<file path="src/asb_params.svh">
// Register offsets, field positions, reset values and bit timing
`ifndef ASB_PARAMS_SVH
`define ASB_PARAMS_SVH
`define ASB_A_DATA 10'h3f8
`define ASB_A_IER 10'h3f9
`define ASB_A_IIR 10'h3fa
`define ASB_A_LCR 10'h3fb
`define ASB_A_MCR 10'h3fc
`define ASB_A_LSR 10'h3fd
`define ASB_A_MSR 10'h3fe
`define ASB_LCR_DIVISOR_ACCESS_BIT 7
`define ASB_LCR_SBRK 6
`define ASB_LCR_STICK 5
`define ASB_LCR_EVEN 4
`define ASB_LCR_PEN 3
`define ASB_LCR_STB 2
`define ASB_MCR_LOOP 4
`define ASB_MCR_OUT2 3
`define ASB_MCR_OUT1 2
`define ASB_MCR_RTS 1
`define ASB_MCR_DTR 0
`define ASB_IER_MS 3
`define ASB_IER_LS 2
`define ASB_IER_THR 1
`define ASB_IER_RDA 0
`define ASB_DIV_RST 16'h0001
`define ASB_LCR_RST 8'h03
`define ASB_IER_RST 4'h0
`define ASB_MCR_RST 5'h00
`define ASB_BIT_LAST 6'h0f
`define ASB_BIT_MID 6'h07
`define ASB_STOP15_LAST 6'h17
`define ASB_STOP2_LAST 6'h1f
`endif

</file>
<file path="src/asb_pkg.sv">
// Types shared by the serial controller
package asb_pkg;
    typedef enum logic [2:0] {
        SER_IDLE = 3'b000,
        SER_START = 3'b001,
        SER_DATA = 3'b010,
        SER_PAR = 3'b011,
        SER_STOP = 3'b100
    } asb_ser_st_t;
    typedef enum logic [2:0] {
        IID_LSR = 3'b110,
        IID_RDA = 3'b100,
        IID_THR = 3'b010,
        IID_MSR = 3'b000,
        IID_NONE = 3'b001
    } asb_iid_t;
endpackage

</file>
<file path="src/asb_uart.sv">
// Asynchronous serial controller with status, modem lines and baud generator
//
// Added by the designer: the plain strobed port.
`timescale 1ns/1ps
`include "asb_params.svh"

module asb_uart
    import asb_pkg::*;
#(
    parameter int DIV_W = 16
) (
    input wire logic i_clk_sys,
    input wire logic i_arst_n,
    input wire logic [9:0] i_addr,
    input wire logic [7:0] i_wr_data,
    input wire logic i_wr_en,
    input wire logic i_rd_en,
    output logic [7:0] o_rd_data,
    input wire logic i_serial_rx_pin,
    output logic o_serial_tx_pin,
    input wire logic i_cts_n,
    input wire logic i_dsr_n,
    input wire logic i_ri_n,
    input wire logic i_receive_line_signal_detect_n,
    output logic o_dtr_n,
    output logic o_rts_n,
    output logic o_out1_n,
    output logic o_out2_n,
    output logic o_irq
);

    // ---------------------------------------------------------------
    // Declarations
    // ---------------------------------------------------------------
    logic rst_meta_ff, rst_n_ff;
    logic [7:0] dll_ff, dlm_ff, lcr_ff, thr_ff, rbr_ff, rd_data_ff;
    logic [15:0] baud_cnt_ff;
    logic [3:0] ier_ff, msr_q_ff, delta_ff, msr_in, nxt_delta;
    logic [4:0] mcr_ff;
    logic holding_reg_empty_flag_ff, thri_ack_ff, dr_ff, oe_ff, pe_ff, fe_ff, bi_ff;
    logic msr_vld_ff, irq_ff, tx_pin_ff;
    logic [3:0] modem_n_ff;
    asb_ser_st_t tx_st_ff, rx_st_ff;
    asb_iid_t iid;
    logic [5:0] tx_cnt_ff, rx_cnt_ff, tx_last, rx_last;
    logic [2:0] tx_bit_ff, rx_bit_ff, last_bit;
    logic [7:0] tx_sh_ff, rx_sh_ff, rx_data, brk_cnt_ff, frame_ticks;
    logic tx_par_ff, rx_pe_ff, rx_mark_ff, tx_line, rx_in;
    logic tick, tx_end, rx_end, tx_load, rx_done, temt, loop;
    logic wr_thr, wr_dll, wr_dlm, rd_rbr, rd_iir, rd_lsr, rd_msr;
    logic set_pe, set_fe, set_bi, set_oe, int_ls;

    if (DIV_W != 16) begin : g_chk
        $error("asb_uart: divisor must be 16 bits wide");
    end

    // ---------------------------------------------------------------
    // Reset release
    // ---------------------------------------------------------------
    always_ff @(posedge i_clk_sys or negedge i_arst_n) begin
        if (!i_arst_n) begin
            rst_meta_ff <= 1'b0;
            rst_n_ff <= 1'b0;
        end else begin
            rst_meta_ff <= 1'b1;
            rst_n_ff <= rst_meta_ff;
        end
    end

    // ---------------------------------------------------------------
    // Register decode
    // ---------------------------------------------------------------
    assign loop = mcr_ff[`ASB_MCR_LOOP];
    assign wr_thr = i_wr_en && i_addr == `ASB_A_DATA && !lcr_ff[`ASB_LCR_DIVISOR_ACCESS_BIT];
    assign wr_dll = i_wr_en && i_addr == `ASB_A_DATA && lcr_ff[`ASB_LCR_DIVISOR_ACCESS_BIT];
    assign wr_dlm = i_wr_en && i_addr == `ASB_A_IER && lcr_ff[`ASB_LCR_DIVISOR_ACCESS_BIT];
    assign rd_rbr = i_rd_en && i_addr == `ASB_A_DATA && !lcr_ff[`ASB_LCR_DIVISOR_ACCESS_BIT];
    assign rd_iir = i_rd_en && i_addr == `ASB_A_IIR;
    assign rd_lsr = i_rd_en && i_addr == `ASB_A_LSR;
    assign rd_msr = i_rd_en && i_addr == `ASB_A_MSR;

    always_ff @(posedge i_clk_sys or negedge rst_n_ff) begin
        if (!rst_n_ff) begin
            lcr_ff <= `ASB_LCR_RST;
            ier_ff <= `ASB_IER_RST;
            mcr_ff <= `ASB_MCR_RST;
            thr_ff <= 8'h00;
        end else if (i_wr_en) begin
            case (i_addr)
                `ASB_A_LCR: lcr_ff <= i_wr_data;
                `ASB_A_MCR: mcr_ff <= i_wr_data[4:0];
                `ASB_A_IER: if (!lcr_ff[`ASB_LCR_DIVISOR_ACCESS_BIT]) ier_ff <= i_wr_data[3:0];
                `ASB_A_DATA: if (wr_thr) thr_ff <= i_wr_data;
                default: ;
            endcase
        end
    end

    // ---------------------------------------------------------------
    // Baud generator: one tick per 1/16 bit
    // ---------------------------------------------------------------
    always_ff @(posedge i_clk_sys or negedge rst_n_ff) begin
        if (!rst_n_ff) begin
            dll_ff <= 8'(`ASB_DIV_RST);
            dlm_ff <= 8'(`ASB_DIV_RST >> 8);
            baud_cnt_ff <= `ASB_DIV_RST;
        end else if (wr_dll) begin
            dll_ff <= i_wr_data;
            baud_cnt_ff <= {dlm_ff, i_wr_data};
        end else if (wr_dlm) begin
            dlm_ff <= i_wr_data;
            baud_cnt_ff <= {i_wr_data, dll_ff};
        end else if (baud_cnt_ff <= 16'h0001) begin
            baud_cnt_ff <= {dlm_ff, dll_ff};
        end else begin
            baud_cnt_ff <= baud_cnt_ff - 16'h0001;
        end
    end
    assign tick = baud_cnt_ff == 16'h0001;

    // ---------------------------------------------------------------
    // Character format
    // ---------------------------------------------------------------
    function automatic logic par_bit(input logic [7:0] d);
        if (lcr_ff[`ASB_LCR_STICK])
            return !lcr_ff[`ASB_LCR_EVEN];
        return lcr_ff[`ASB_LCR_EVEN] ? ^d : ~^d;
    endfunction

    assign last_bit = {1'b1, lcr_ff[1:0]};
    assign frame_ticks = {4'h7 + {2'h0, lcr_ff[1:0]}
        + {3'h0, lcr_ff[`ASB_LCR_PEN]} + {3'h0, lcr_ff[`ASB_LCR_STB]}, 4'h0};

    // ---------------------------------------------------------------
    // Transmitter
    // ---------------------------------------------------------------
    assign tx_load = tx_st_ff == SER_IDLE && !holding_reg_empty_flag_ff;
    assign tx_last = tx_st_ff != SER_STOP ? `ASB_BIT_LAST
        : !lcr_ff[`ASB_LCR_STB] ? `ASB_BIT_LAST
        : lcr_ff[1:0] == 2'h0 ? `ASB_STOP15_LAST : `ASB_STOP2_LAST;
    assign tx_end = tick && tx_cnt_ff == tx_last;
    assign temt = holding_reg_empty_flag_ff && tx_st_ff == SER_IDLE;

    always_comb begin
        case (tx_st_ff)
            SER_START: tx_line = 1'b0;
            SER_DATA: tx_line = tx_sh_ff[0];
            SER_PAR: tx_line = tx_par_ff;
            default: tx_line = 1'b1;
        endcase
    end

    always_ff @(posedge i_clk_sys or negedge rst_n_ff) begin
        if (!rst_n_ff) begin
            tx_st_ff <= SER_IDLE;
            tx_cnt_ff <= 6'h00;
            tx_bit_ff <= 3'h0;
            tx_sh_ff <= 8'h00;
            tx_par_ff <= 1'b0;
        end else begin
            if (tx_st_ff == SER_IDLE || tx_end)
                tx_cnt_ff <= 6'h00;
            else if (tick)
                tx_cnt_ff <= tx_cnt_ff + 6'h01;
            case (tx_st_ff)
                SER_IDLE: if (tx_load) begin
                    tx_st_ff <= SER_START;
                    tx_sh_ff <= thr_ff & (8'hff >> (2'h3 - lcr_ff[1:0]));
                    tx_par_ff <= par_bit(thr_ff &
                        (8'hff >> (2'h3 - lcr_ff[1:0])));
                end
                SER_START: if (tx_end) begin
                    tx_st_ff <= SER_DATA;
                    tx_bit_ff <= 3'h0;
                end
                SER_DATA: if (tx_end) begin
                    tx_sh_ff <= {1'b0, tx_sh_ff[7:1]};
                    tx_bit_ff <= tx_bit_ff + 3'h1;
                    if (tx_bit_ff == last_bit)
                        tx_st_ff <= lcr_ff[`ASB_LCR_PEN] ? SER_PAR : SER_STOP;
                end
                SER_PAR: if (tx_end) tx_st_ff <= SER_STOP;
                SER_STOP: if (tx_end) tx_st_ff <= SER_IDLE;
                default: tx_st_ff <= SER_IDLE;
            endcase
        end
    end

    always_ff @(posedge i_clk_sys or negedge rst_n_ff) begin
        if (!rst_n_ff) begin
            holding_reg_empty_flag_ff <= 1'b1;
            thri_ack_ff <= 1'b0;
        end else begin
            if (wr_thr)
                holding_reg_empty_flag_ff <= 1'b0;
            else if (tx_load)
                holding_reg_empty_flag_ff <= 1'b1;
            if (wr_thr)
                thri_ack_ff <= 1'b0;
            else if (rd_iir && iid == IID_THR)
                thri_ack_ff <= 1'b1;
        end
    end

    // ---------------------------------------------------------------
    // Receiver
    // ---------------------------------------------------------------
    assign rx_in = loop ? tx_line : i_serial_rx_pin;
    assign rx_last = rx_st_ff == SER_START ? `ASB_BIT_MID : `ASB_BIT_LAST;
    assign rx_end = tick && rx_cnt_ff == rx_last;
    assign rx_done = rx_st_ff == SER_STOP && rx_end;
    assign rx_data = rx_sh_ff >> (2'h3 - lcr_ff[1:0]);

    always_ff @(posedge i_clk_sys or negedge rst_n_ff) begin
        if (!rst_n_ff) begin
            rx_st_ff <= SER_IDLE;
            rx_cnt_ff <= 6'h00;
            rx_bit_ff <= 3'h0;
            rx_sh_ff <= 8'h00;
            rx_pe_ff <= 1'b0;
            rx_mark_ff <= 1'b0;
        end else begin
            if (rx_st_ff == SER_IDLE || rx_end)
                rx_cnt_ff <= 6'h00;
            else if (tick)
                rx_cnt_ff <= rx_cnt_ff + 6'h01;
            if (rx_in)
                rx_mark_ff <= 1'b1;
            else if (rx_done)
                rx_mark_ff <= 1'b0;
            case (rx_st_ff)
                SER_IDLE: if (tick && !rx_in && rx_mark_ff) begin
                    rx_st_ff <= SER_START;
                    rx_pe_ff <= 1'b0;
                end
                SER_START: if (rx_end) begin
                    rx_st_ff <= rx_in ? SER_IDLE : SER_DATA;
                    rx_bit_ff <= 3'h0;
                end
                SER_DATA: if (rx_end) begin
                    rx_sh_ff <= {rx_in, rx_sh_ff[7:1]};
                    rx_bit_ff <= rx_bit_ff + 3'h1;
                    if (rx_bit_ff == last_bit)
                        rx_st_ff <= lcr_ff[`ASB_LCR_PEN] ? SER_PAR : SER_STOP;
                end
                SER_PAR: if (rx_end) begin
                    rx_pe_ff <= rx_in != par_bit(rx_data);
                    rx_st_ff <= SER_STOP;
                end
                SER_STOP: if (rx_end) rx_st_ff <= SER_IDLE;
                default: rx_st_ff <= SER_IDLE;
            endcase
        end
    end

    // Break: low for a whole frame, counted in ticks
    always_ff @(posedge i_clk_sys or negedge rst_n_ff) begin
        if (!rst_n_ff)
            brk_cnt_ff <= 8'h00;
        else if (rx_in)
            brk_cnt_ff <= 8'h00;
        else if (tick && brk_cnt_ff != 8'hff)
            brk_cnt_ff <= brk_cnt_ff + 8'h01;
    end

    // ---------------------------------------------------------------
    // Line status; hardware set wins over read clear
    // ---------------------------------------------------------------
    assign set_pe = rx_done && lcr_ff[`ASB_LCR_PEN] && rx_pe_ff;
    assign set_fe = rx_done && !rx_in;
    assign set_oe = rx_done && dr_ff;
    assign set_bi = tick && !rx_in && brk_cnt_ff == frame_ticks;

    always_ff @(posedge i_clk_sys or negedge rst_n_ff) begin
        if (!rst_n_ff) begin
            rbr_ff <= 8'h00;
            dr_ff <= 1'b0;
            oe_ff <= 1'b0;
            pe_ff <= 1'b0;
            fe_ff <= 1'b0;
            bi_ff <= 1'b0;
        end else begin
            if (rx_done)
                rbr_ff <= rx_data;
            dr_ff <= rx_done || (dr_ff && !rd_rbr);
            oe_ff <= set_oe || (oe_ff && !rd_lsr);
            pe_ff <= set_pe || (pe_ff && !rd_lsr);
            fe_ff <= set_fe || (fe_ff && !rd_lsr);
            bi_ff <= set_bi || (bi_ff && !rd_lsr);
        end
    end

    // ---------------------------------------------------------------
    // Modem status
    // ---------------------------------------------------------------
    assign msr_in = loop
        ? {mcr_ff[`ASB_MCR_OUT2], mcr_ff[`ASB_MCR_OUT1],
           mcr_ff[`ASB_MCR_DTR], mcr_ff[`ASB_MCR_RTS]}
        : ~{i_receive_line_signal_detect_n, i_ri_n,
            i_dsr_n, i_cts_n};
    assign nxt_delta = msr_vld_ff
        ? {msr_in[3] ^ msr_q_ff[3], msr_q_ff[2] & !msr_in[2],
           msr_in[1] ^ msr_q_ff[1], msr_in[0] ^ msr_q_ff[0]}
        : 4'h0;

    always_ff @(posedge i_clk_sys or negedge rst_n_ff) begin
        if (!rst_n_ff) begin
            msr_q_ff <= 4'h0;
            msr_vld_ff <= 1'b0;
            delta_ff <= 4'h0;
        end else begin
            msr_q_ff <= msr_in;
            msr_vld_ff <= 1'b1;
            delta_ff <= nxt_delta | (delta_ff & ~{4{rd_msr}});
        end
    end

    // ---------------------------------------------------------------
    // Interrupt priority and identification
    // ---------------------------------------------------------------
    assign int_ls = ier_ff[`ASB_IER_LS] && (oe_ff || pe_ff || fe_ff || bi_ff);

    always_comb begin
        if (int_ls)
            iid = IID_LSR;
        else if (ier_ff[`ASB_IER_RDA] && dr_ff)
            iid = IID_RDA;
        else if (ier_ff[`ASB_IER_THR] && holding_reg_empty_flag_ff && !thri_ack_ff)
            iid = IID_THR;
        else if (ier_ff[`ASB_IER_MS] && |delta_ff)
            iid = IID_MSR;
        else
            iid = IID_NONE;
    end

    // ---------------------------------------------------------------
    // Outputs and read data
    // ---------------------------------------------------------------
    always_ff @(posedge i_clk_sys or negedge rst_n_ff) begin
        if (!rst_n_ff) begin
            irq_ff <= 1'b0;
            tx_pin_ff <= 1'b1;
            modem_n_ff <= 4'hf;
            rd_data_ff <= 8'h00;
        end else begin
            irq_ff <= mcr_ff[`ASB_MCR_OUT2] && iid != IID_NONE;
            if (lcr_ff[`ASB_LCR_SBRK])
                tx_pin_ff <= 1'b0;
            else
                tx_pin_ff <= loop || tx_line;
            modem_n_ff <= ~mcr_ff[3:0];
            if (!i_rd_en)
                rd_data_ff <= 8'h00;
            else begin
                case (i_addr)
                    `ASB_A_DATA: rd_data_ff <=
                        lcr_ff[`ASB_LCR_DIVISOR_ACCESS_BIT] ? dll_ff : rbr_ff;
                    `ASB_A_IER: rd_data_ff <=
                        lcr_ff[`ASB_LCR_DIVISOR_ACCESS_BIT] ? dlm_ff : {4'h0, ier_ff};
                    `ASB_A_IIR: rd_data_ff <= {5'h00, iid};
                    `ASB_A_LCR: rd_data_ff <= lcr_ff;
                    `ASB_A_MCR: rd_data_ff <= {3'h0, mcr_ff};
                    `ASB_A_LSR: rd_data_ff <= {1'b0, temt, holding_reg_empty_flag_ff, bi_ff,
                        fe_ff, pe_ff, oe_ff, dr_ff};
                    `ASB_A_MSR: rd_data_ff <= {msr_q_ff, delta_ff};
                    default: rd_data_ff <= 8'h00;
                endcase
            end
        end
    end

    assign o_rd_data = rd_data_ff;
    assign o_serial_tx_pin = tx_pin_ff;
    assign o_dtr_n = modem_n_ff[`ASB_MCR_DTR];
    assign o_rts_n = modem_n_ff[`ASB_MCR_RTS];
    assign o_out1_n = modem_n_ff[`ASB_MCR_OUT1];
    assign o_out2_n = modem_n_ff[`ASB_MCR_OUT2];
    assign o_irq = irq_ff;
endmodule

</file>
<file path="config.mk">
export PLATFORM = sky130hd
export DESIGN_NAME = asb_uart
export DESIGN_NICKNAME = d
export VERILOG_FILES = /design/src/asb_pkg.sv /design/src/asb_uart.sv
export VERILOG_INCLUDE_DIRS = /design/src /design/src/src
export SDC_FILE = /design/constraint.sdc
export NUM_CORES = 1
export LEC_CHECK = 0
export BUFFER_PORTS_ARGS = -buffer_cell sky130_fd_sc_hd__buf_4
export CORE_ASPECT_RATIO = 2
export CORE_MARGIN = 2
export CORE_UTILIZATION = 40
export CTS_BUF_LIST = sky130_fd_sc_hd__clkbuf_4
export DETAILED_ROUTE_END_ITERATION = 8
export HOLD_SLACK_MARGIN = 0.15
export PLACE_DENSITY_LB_ADDON = 0.05
export SLEW_MARGIN = 20
export SYNTH_ARGS = -nofsm -noshare
export SYNTH_HDL_FRONTEND = slang
export SYNTH_SLANG_ARGS = --single-unit
export TNS_END_PERCENT = 10
</file>
<file path="constraint.sdc">
create_clock -name i_clk_sys -period 5.8 [get_ports i_clk_sys]
set_clock_uncertainty 0.1 [all_clocks]
set_input_delay 0.29 -clock i_clk_sys [delete_from_list [all_inputs] [get_ports i_clk_sys]]
set_output_delay 0.29 -clock i_clk_sys [all_outputs]
set_load 0.01 [all_outputs]
</file>
-- After elaboration in Yosys (flattened, before gate mapping)
Cells that the tools add are included.
- register bits: 148
- latch bits: 0
- bits in writable memories: 0
- ROM bits: 0
- input port bits: 27
- output and inout bits: 14
- word-level logic and storage cells: 254
- memories kept: 0
- add/subtract/negate cells: 10
- multipliers: 0
- divide/modulo/power cells: 0
- order comparisons: 1
- equal/unequal tests: 38
- shift operators: 2
- mux-type cells: 70
- bitwise operators: 12
- reductions and logical operators: 85
- operators with widths (operator ; count):
    $eq 10x10->1 const B ; 7
    $mux 8 ; 7
    $pmux 8 s7 ; 1
    $mux 3 ; 18
    $mux 16 ; 3
    $logic_and 1x1->1 ; 35
    $pmux 3 s5 ; 2
    $mux 6 ; 4
    $mux 1 ; 23
    $ne 2x2->1 const B ; 11
    $reduce_bool 2->1 ; 10
    $reduce_and 3->1 ; 6
    $eq 16x1->1 const B ; 1
    $le 16x1->1 const B ; 1
    $mux 4 ; 4
    $pmux 8 s2 ; 1
    $reduce_xnor 8->1 ; 2
    $reduce_xor 8->1 ; 2
    $sub 16x1->16 const B ; 1
    $eq 3x2->1 const B ; 5
    $add 6x1->6 const B ; 2
    $not 4->4 ; 3
    $pmux 3 s2 ; 2
    $reduce_and 6->1 ; 2
    other kinds (34) ; 65

-- Depth between registers and ports, before layout
- word-level depth: 12
- depth in mapped cells: 13
- gate-level depth less buffers: 10

-- Worst setup path after synthesis
Ideal clock, no wire load.
- path type: register to register
- from: register lcr_ff[0]
- to: register bi_ff
- library setup time: 0.065 ns
- arrival: 2.771 ns
- data required time: 5.635 ns
- setup slack: 2.864 ns
- cell stages (with the launch flop): 14
- buffers on the path: 3
- clock period less this slack: 2.936 ns
- cells stage by stage: dfstp_2 -> buf_2 -> buf_2 -> clkbuf_1 -> inv_1 -> ha_1 -> inv_1 -> ha_1 -> inv_1 -> fa_1 -> xor2_1 -> nand4_1 -> nor3_1 -> a22o_1
- word-level cells in the longest chain between the ends: 6
- ends and longest elaborated chain (element ; RTL line ; text):
    from (decl) ; asb_uart.sv:36 ; logic [7:0] dll_ff, dlm_ff, lcr_ff, thr_ff, rbr_ff, rd_data_ff;
    from (signal assigned) ; asb_uart.sv:84 ; lcr_ff <= `ASB_LCR_RST;
    from (signal assigned) ; asb_uart.sv:90 ; `ASB_A_LCR: lcr_ff <= i_wr_data;
    $add 3x2->4 ; asb_uart.sv:131 ; assign frame_ticks = {4'h7 + {2'h0, lcr_ff[1:0]}
    $add 4x1->4 (2 in a row) ; asb_uart.sv:131 ;
    $eq 8x8->1 ; asb_uart.sv:272 ; assign set_bi = tick && !rx_in && brk_cnt_ff == frame_ticks;
    $logic_and 1x1->1 ; asb_uart.sv:272 ;
    $logic_or 1x1->1 ; asb_uart.sv:289 ; bi_ff <= set_bi || (bi_ff && !rd_lsr);
    to (signal assigned) ; asb_uart.sv:289 ;
    to (decl) ; asb_uart.sv:40 ; logic holding_reg_empty_flag_ff, thri_ack_ff, dr_ff, oe_ff, pe_ff, fe_ff, bi_ff;
No other way between the ends.
A chain may end at the register's enable or synchronous reset.

-- Worst setup path after layout
- from: register baud_cnt_ff[10]
- to: register rbr_ff[5]
- word-level cells in the longest chain between the ends: 3
- ends and longest elaborated chain (element ; RTL line ; text):
    from (decl) ; asb_uart.sv:37 ; logic [15:0] baud_cnt_ff;
    from (signal assigned) ; asb_uart.sv:106 ; baud_cnt_ff <= `ASB_DIV_RST;
    from (signal assigned) ; asb_uart.sv:109 ; baud_cnt_ff <= {dlm_ff, i_wr_data};
    from (signal assigned) ; asb_uart.sv:112 ; baud_cnt_ff <= {i_wr_data, dll_ff};
    $eq 16x1->1 ; asb_uart.sv:119 ; assign tick = baud_cnt_ff == 16'h0001;
    $logic_and 1x1->1 ; asb_uart.sv:210 ; assign rx_end = tick && rx_cnt_ff == rx_last;
    $logic_and 1x1->1 ; asb_uart.sv:211 ; assign rx_done = rx_st_ff == SER_STOP && rx_end;
    to (signal assigned) ; asb_uart.sv:284 ; rbr_ff <= rx_data;
    to (decl) ; asb_uart.sv:36 ;
No other way between the ends.

==> metrics.yaml <==
synth_area_sq_um: 7760
synthFlopType: "dfrtp_1"
rsz0062_at_grt: "false"
crit_fanout: 20
ys_seq_elements: 148
track_usage_pct: 23.8
ant_nets: 0
hpwlAfterDp_um: 17500
finalCriticalPeriod_ps: 3080
synthArstFlopShare_pct: 100
drive_above_1_share_pct: 18.0
critical_path.cell_chain: "nor4_2, and4b_1, and4_2, nand3_1, a211oi_1, a21o_1"
cts_made_buffers: 17
required_ps: 6260
worst_slew_pin_slew_ps: 984
maxSlewHeadroom_pct: 33.9
cts_tree: "done"
hold_viol: 0
core_sq_um: 19200
dr_total_vias: 6151
powerDensity_nw_per_um2: 248
synth_cell_types: 78
cpMaxStageDelayCell: "nand3_1"
power.leakage_nw: 3.83
dieArea_sq_um: 20600
drt_iter0_markers: 282
io_pins: 41
ff2ff_path_depth: 6
portBuffers: 40
path_clk_slew_ps: 150
p_total_mw: 2.18
cts_max_level: 4
grt_overflow: 0
grt_first_pass_wirelength_um: 36200
fmax_mhz: 324
nNetsFinal: 868
fp.dieH_um: 201
synth.yosys.seq_area_share_pct: 47.9
cts_max_path_buffers: 2
intPower_mw: 1.50
drt-wirelength-per-cell_um: 21.1
grt_pass1_vias: 6493
first_pass_iters: 4
setup_tns_ps: 0
drv_slew: 0
regMostFlops: "baud_cnt_ff"
arrival_ps: 3550
p_sw_share_pct: 31.2
synth_top_cell_area_share_pct: 44.5
p_comb_share_pct: 14.3
peakVddDrop_mv: 0.115
cp-end-kind: "register"
yosysTopAreaCell: "dfrtp_1"
via_per_inst: 5.59
antenna_found_initial: 1
critPathLaunchType: "register"
place.gp.congestion: 0.901
syn_area_per_cell_sq_um: 10.1
drt-total-wl_um: 23300
post-route-period-util_pct: 53.2
post-cts-setup-buffers: 0
power.share.sequential_pct: 54.6
layout_common_cells: "dfrtp_1 (137), nand2_1 (107), nor2_1 (61), mux2_2 (49), buf_4 (44)"
die_width_um: 102
final_common_cell: "dfrtp_1"
largest_reg_flops: 16
rows: 72
synth.area.top_cells: "dfrtp_1 (45%), mux2_2 (7.1%), nand2_1 (5.2%)"
grt_max_degree: 69
clock_sinks: 148
drv_cap: 0
drc: 0
root_buffer: "clkbuf_4"
p_sw_mw: 0.681
setup_viol: 0
clk_latency_ps: 610
yosys_warnings: 0
slowest_delay_ps: 550
synthToLayoutAreaGrowth_pct: 13.4
status: "finished, final reports clean"
hp-class: "register to asynchronous set/reset pin"
initial_core_util_pct: 40.4
syn_inst: 770
path_class: "register to register"
clkPwrFrac_pct: 31.0
synth_edf_count: 0
## critical path: cells and delay by family (launching register included)
| kind | cells | cell delay [ps] |
|---|---|---|
| compound gates | 2 | 550 |
| simple gates | 4 | 1950 |
| flops | 1 | 450 |
## logic make-up after synthesis
family	count (synthesis)	share of synthesized area (%)
AO/OA/AOI/OAI	157	13.4
adder cells (fa/ha/maj)	13	2.19
multiplexers	65	9.18
flip-flops	148	47.9
XOR/XNOR	55	6.56
buffers and inverters	51	2.87
AND/OR/NAND/NOR	280	17.8
other	1	0.0483
## per-stage QoR
step / hold WS, ps / instance area (sq um) / util [%] / cells / setup slack [ps]
global placement: -28.3 / 8280 / 43.2 / 1046 / 2730
detailed placement: -25.1 / 8290 / 43.2 / 1046 / 2750
CTS: 183 / 8800 / 45.8 / 1100 / 2730
finish: 200 / 8800 / 45.9 / 1101 / 2720
global route: 207 / 8800 / 45.9 / 1101 / 2480
floorplan: -106 / 7760 / - / 771 / 1290
## timing repair
action,4_1_cts,5_1_grt
gates resized for setup,0,0
endpoints found under the hold margin,81,0
hold buffers,22,0
## cell type report
class	instances	area, sq um
multi-input cells	572	3830
flip-flops and latches	148	3720
fillers	1850	10400
diodes	1	2.50
repair buffers	66	551
clock inverters	14	151
clock buffers	18	135
well taps	259	324
inverters	23	86.3
## cell usage after synthesis (all sizes together), types with 10 or more instances
cell    instances
dfrtp         138
nand4          15
nor3           11
xor2           24
mux2           49
clkbuf         20
nand2         108
o21ai          44
nor2           63
ha             12
nand3          22
nand2b         13
a22oi          13
dfstp          10
a21oi          37
mux2i          16
inv            22
xnor2          29
o211ai         10
## metal layers
metal  vias up  track usage [%]  wire [um]
met5         -                0          0
met4         0             15.4       1600
met3        78             4.67        768
met2       166             43.3      12800
met1      3038             23.3       8100
li1       2869                -          -
## worst paths after layout
path	start	end	slack (ps)
worst max-delay path	baud_cnt_ff[10]	rbr_ff[5]	2720
worst min-delay path	rst_n_ff	rx_bit_ff[2]	200
worst max register to register	baud_cnt_ff[10]	rbr_ff[5]	2720
worst min register to register	rst_n_ff	rx_bit_ff[2]	200
max in group asynchronous	rst_n_ff	msr_q_ff[2]	4150
min in group i_clk_sys	i_serial_rx_pin	brk_cnt_ff[3]	210
## power by group through the flow
stage	Sequential (mW)	Clock, mW	Combinational, mW
floorplan	1.19	0	0.205
global placement	1.21	0	0.293
detailed placement	1.21	0	0.299
CTS	1.19	0.705	0.313
global route	1.20	0.748	0.356
finish	1.19	0.677	0.313
No activity file was read; power rests on OpenSTA's default activity.
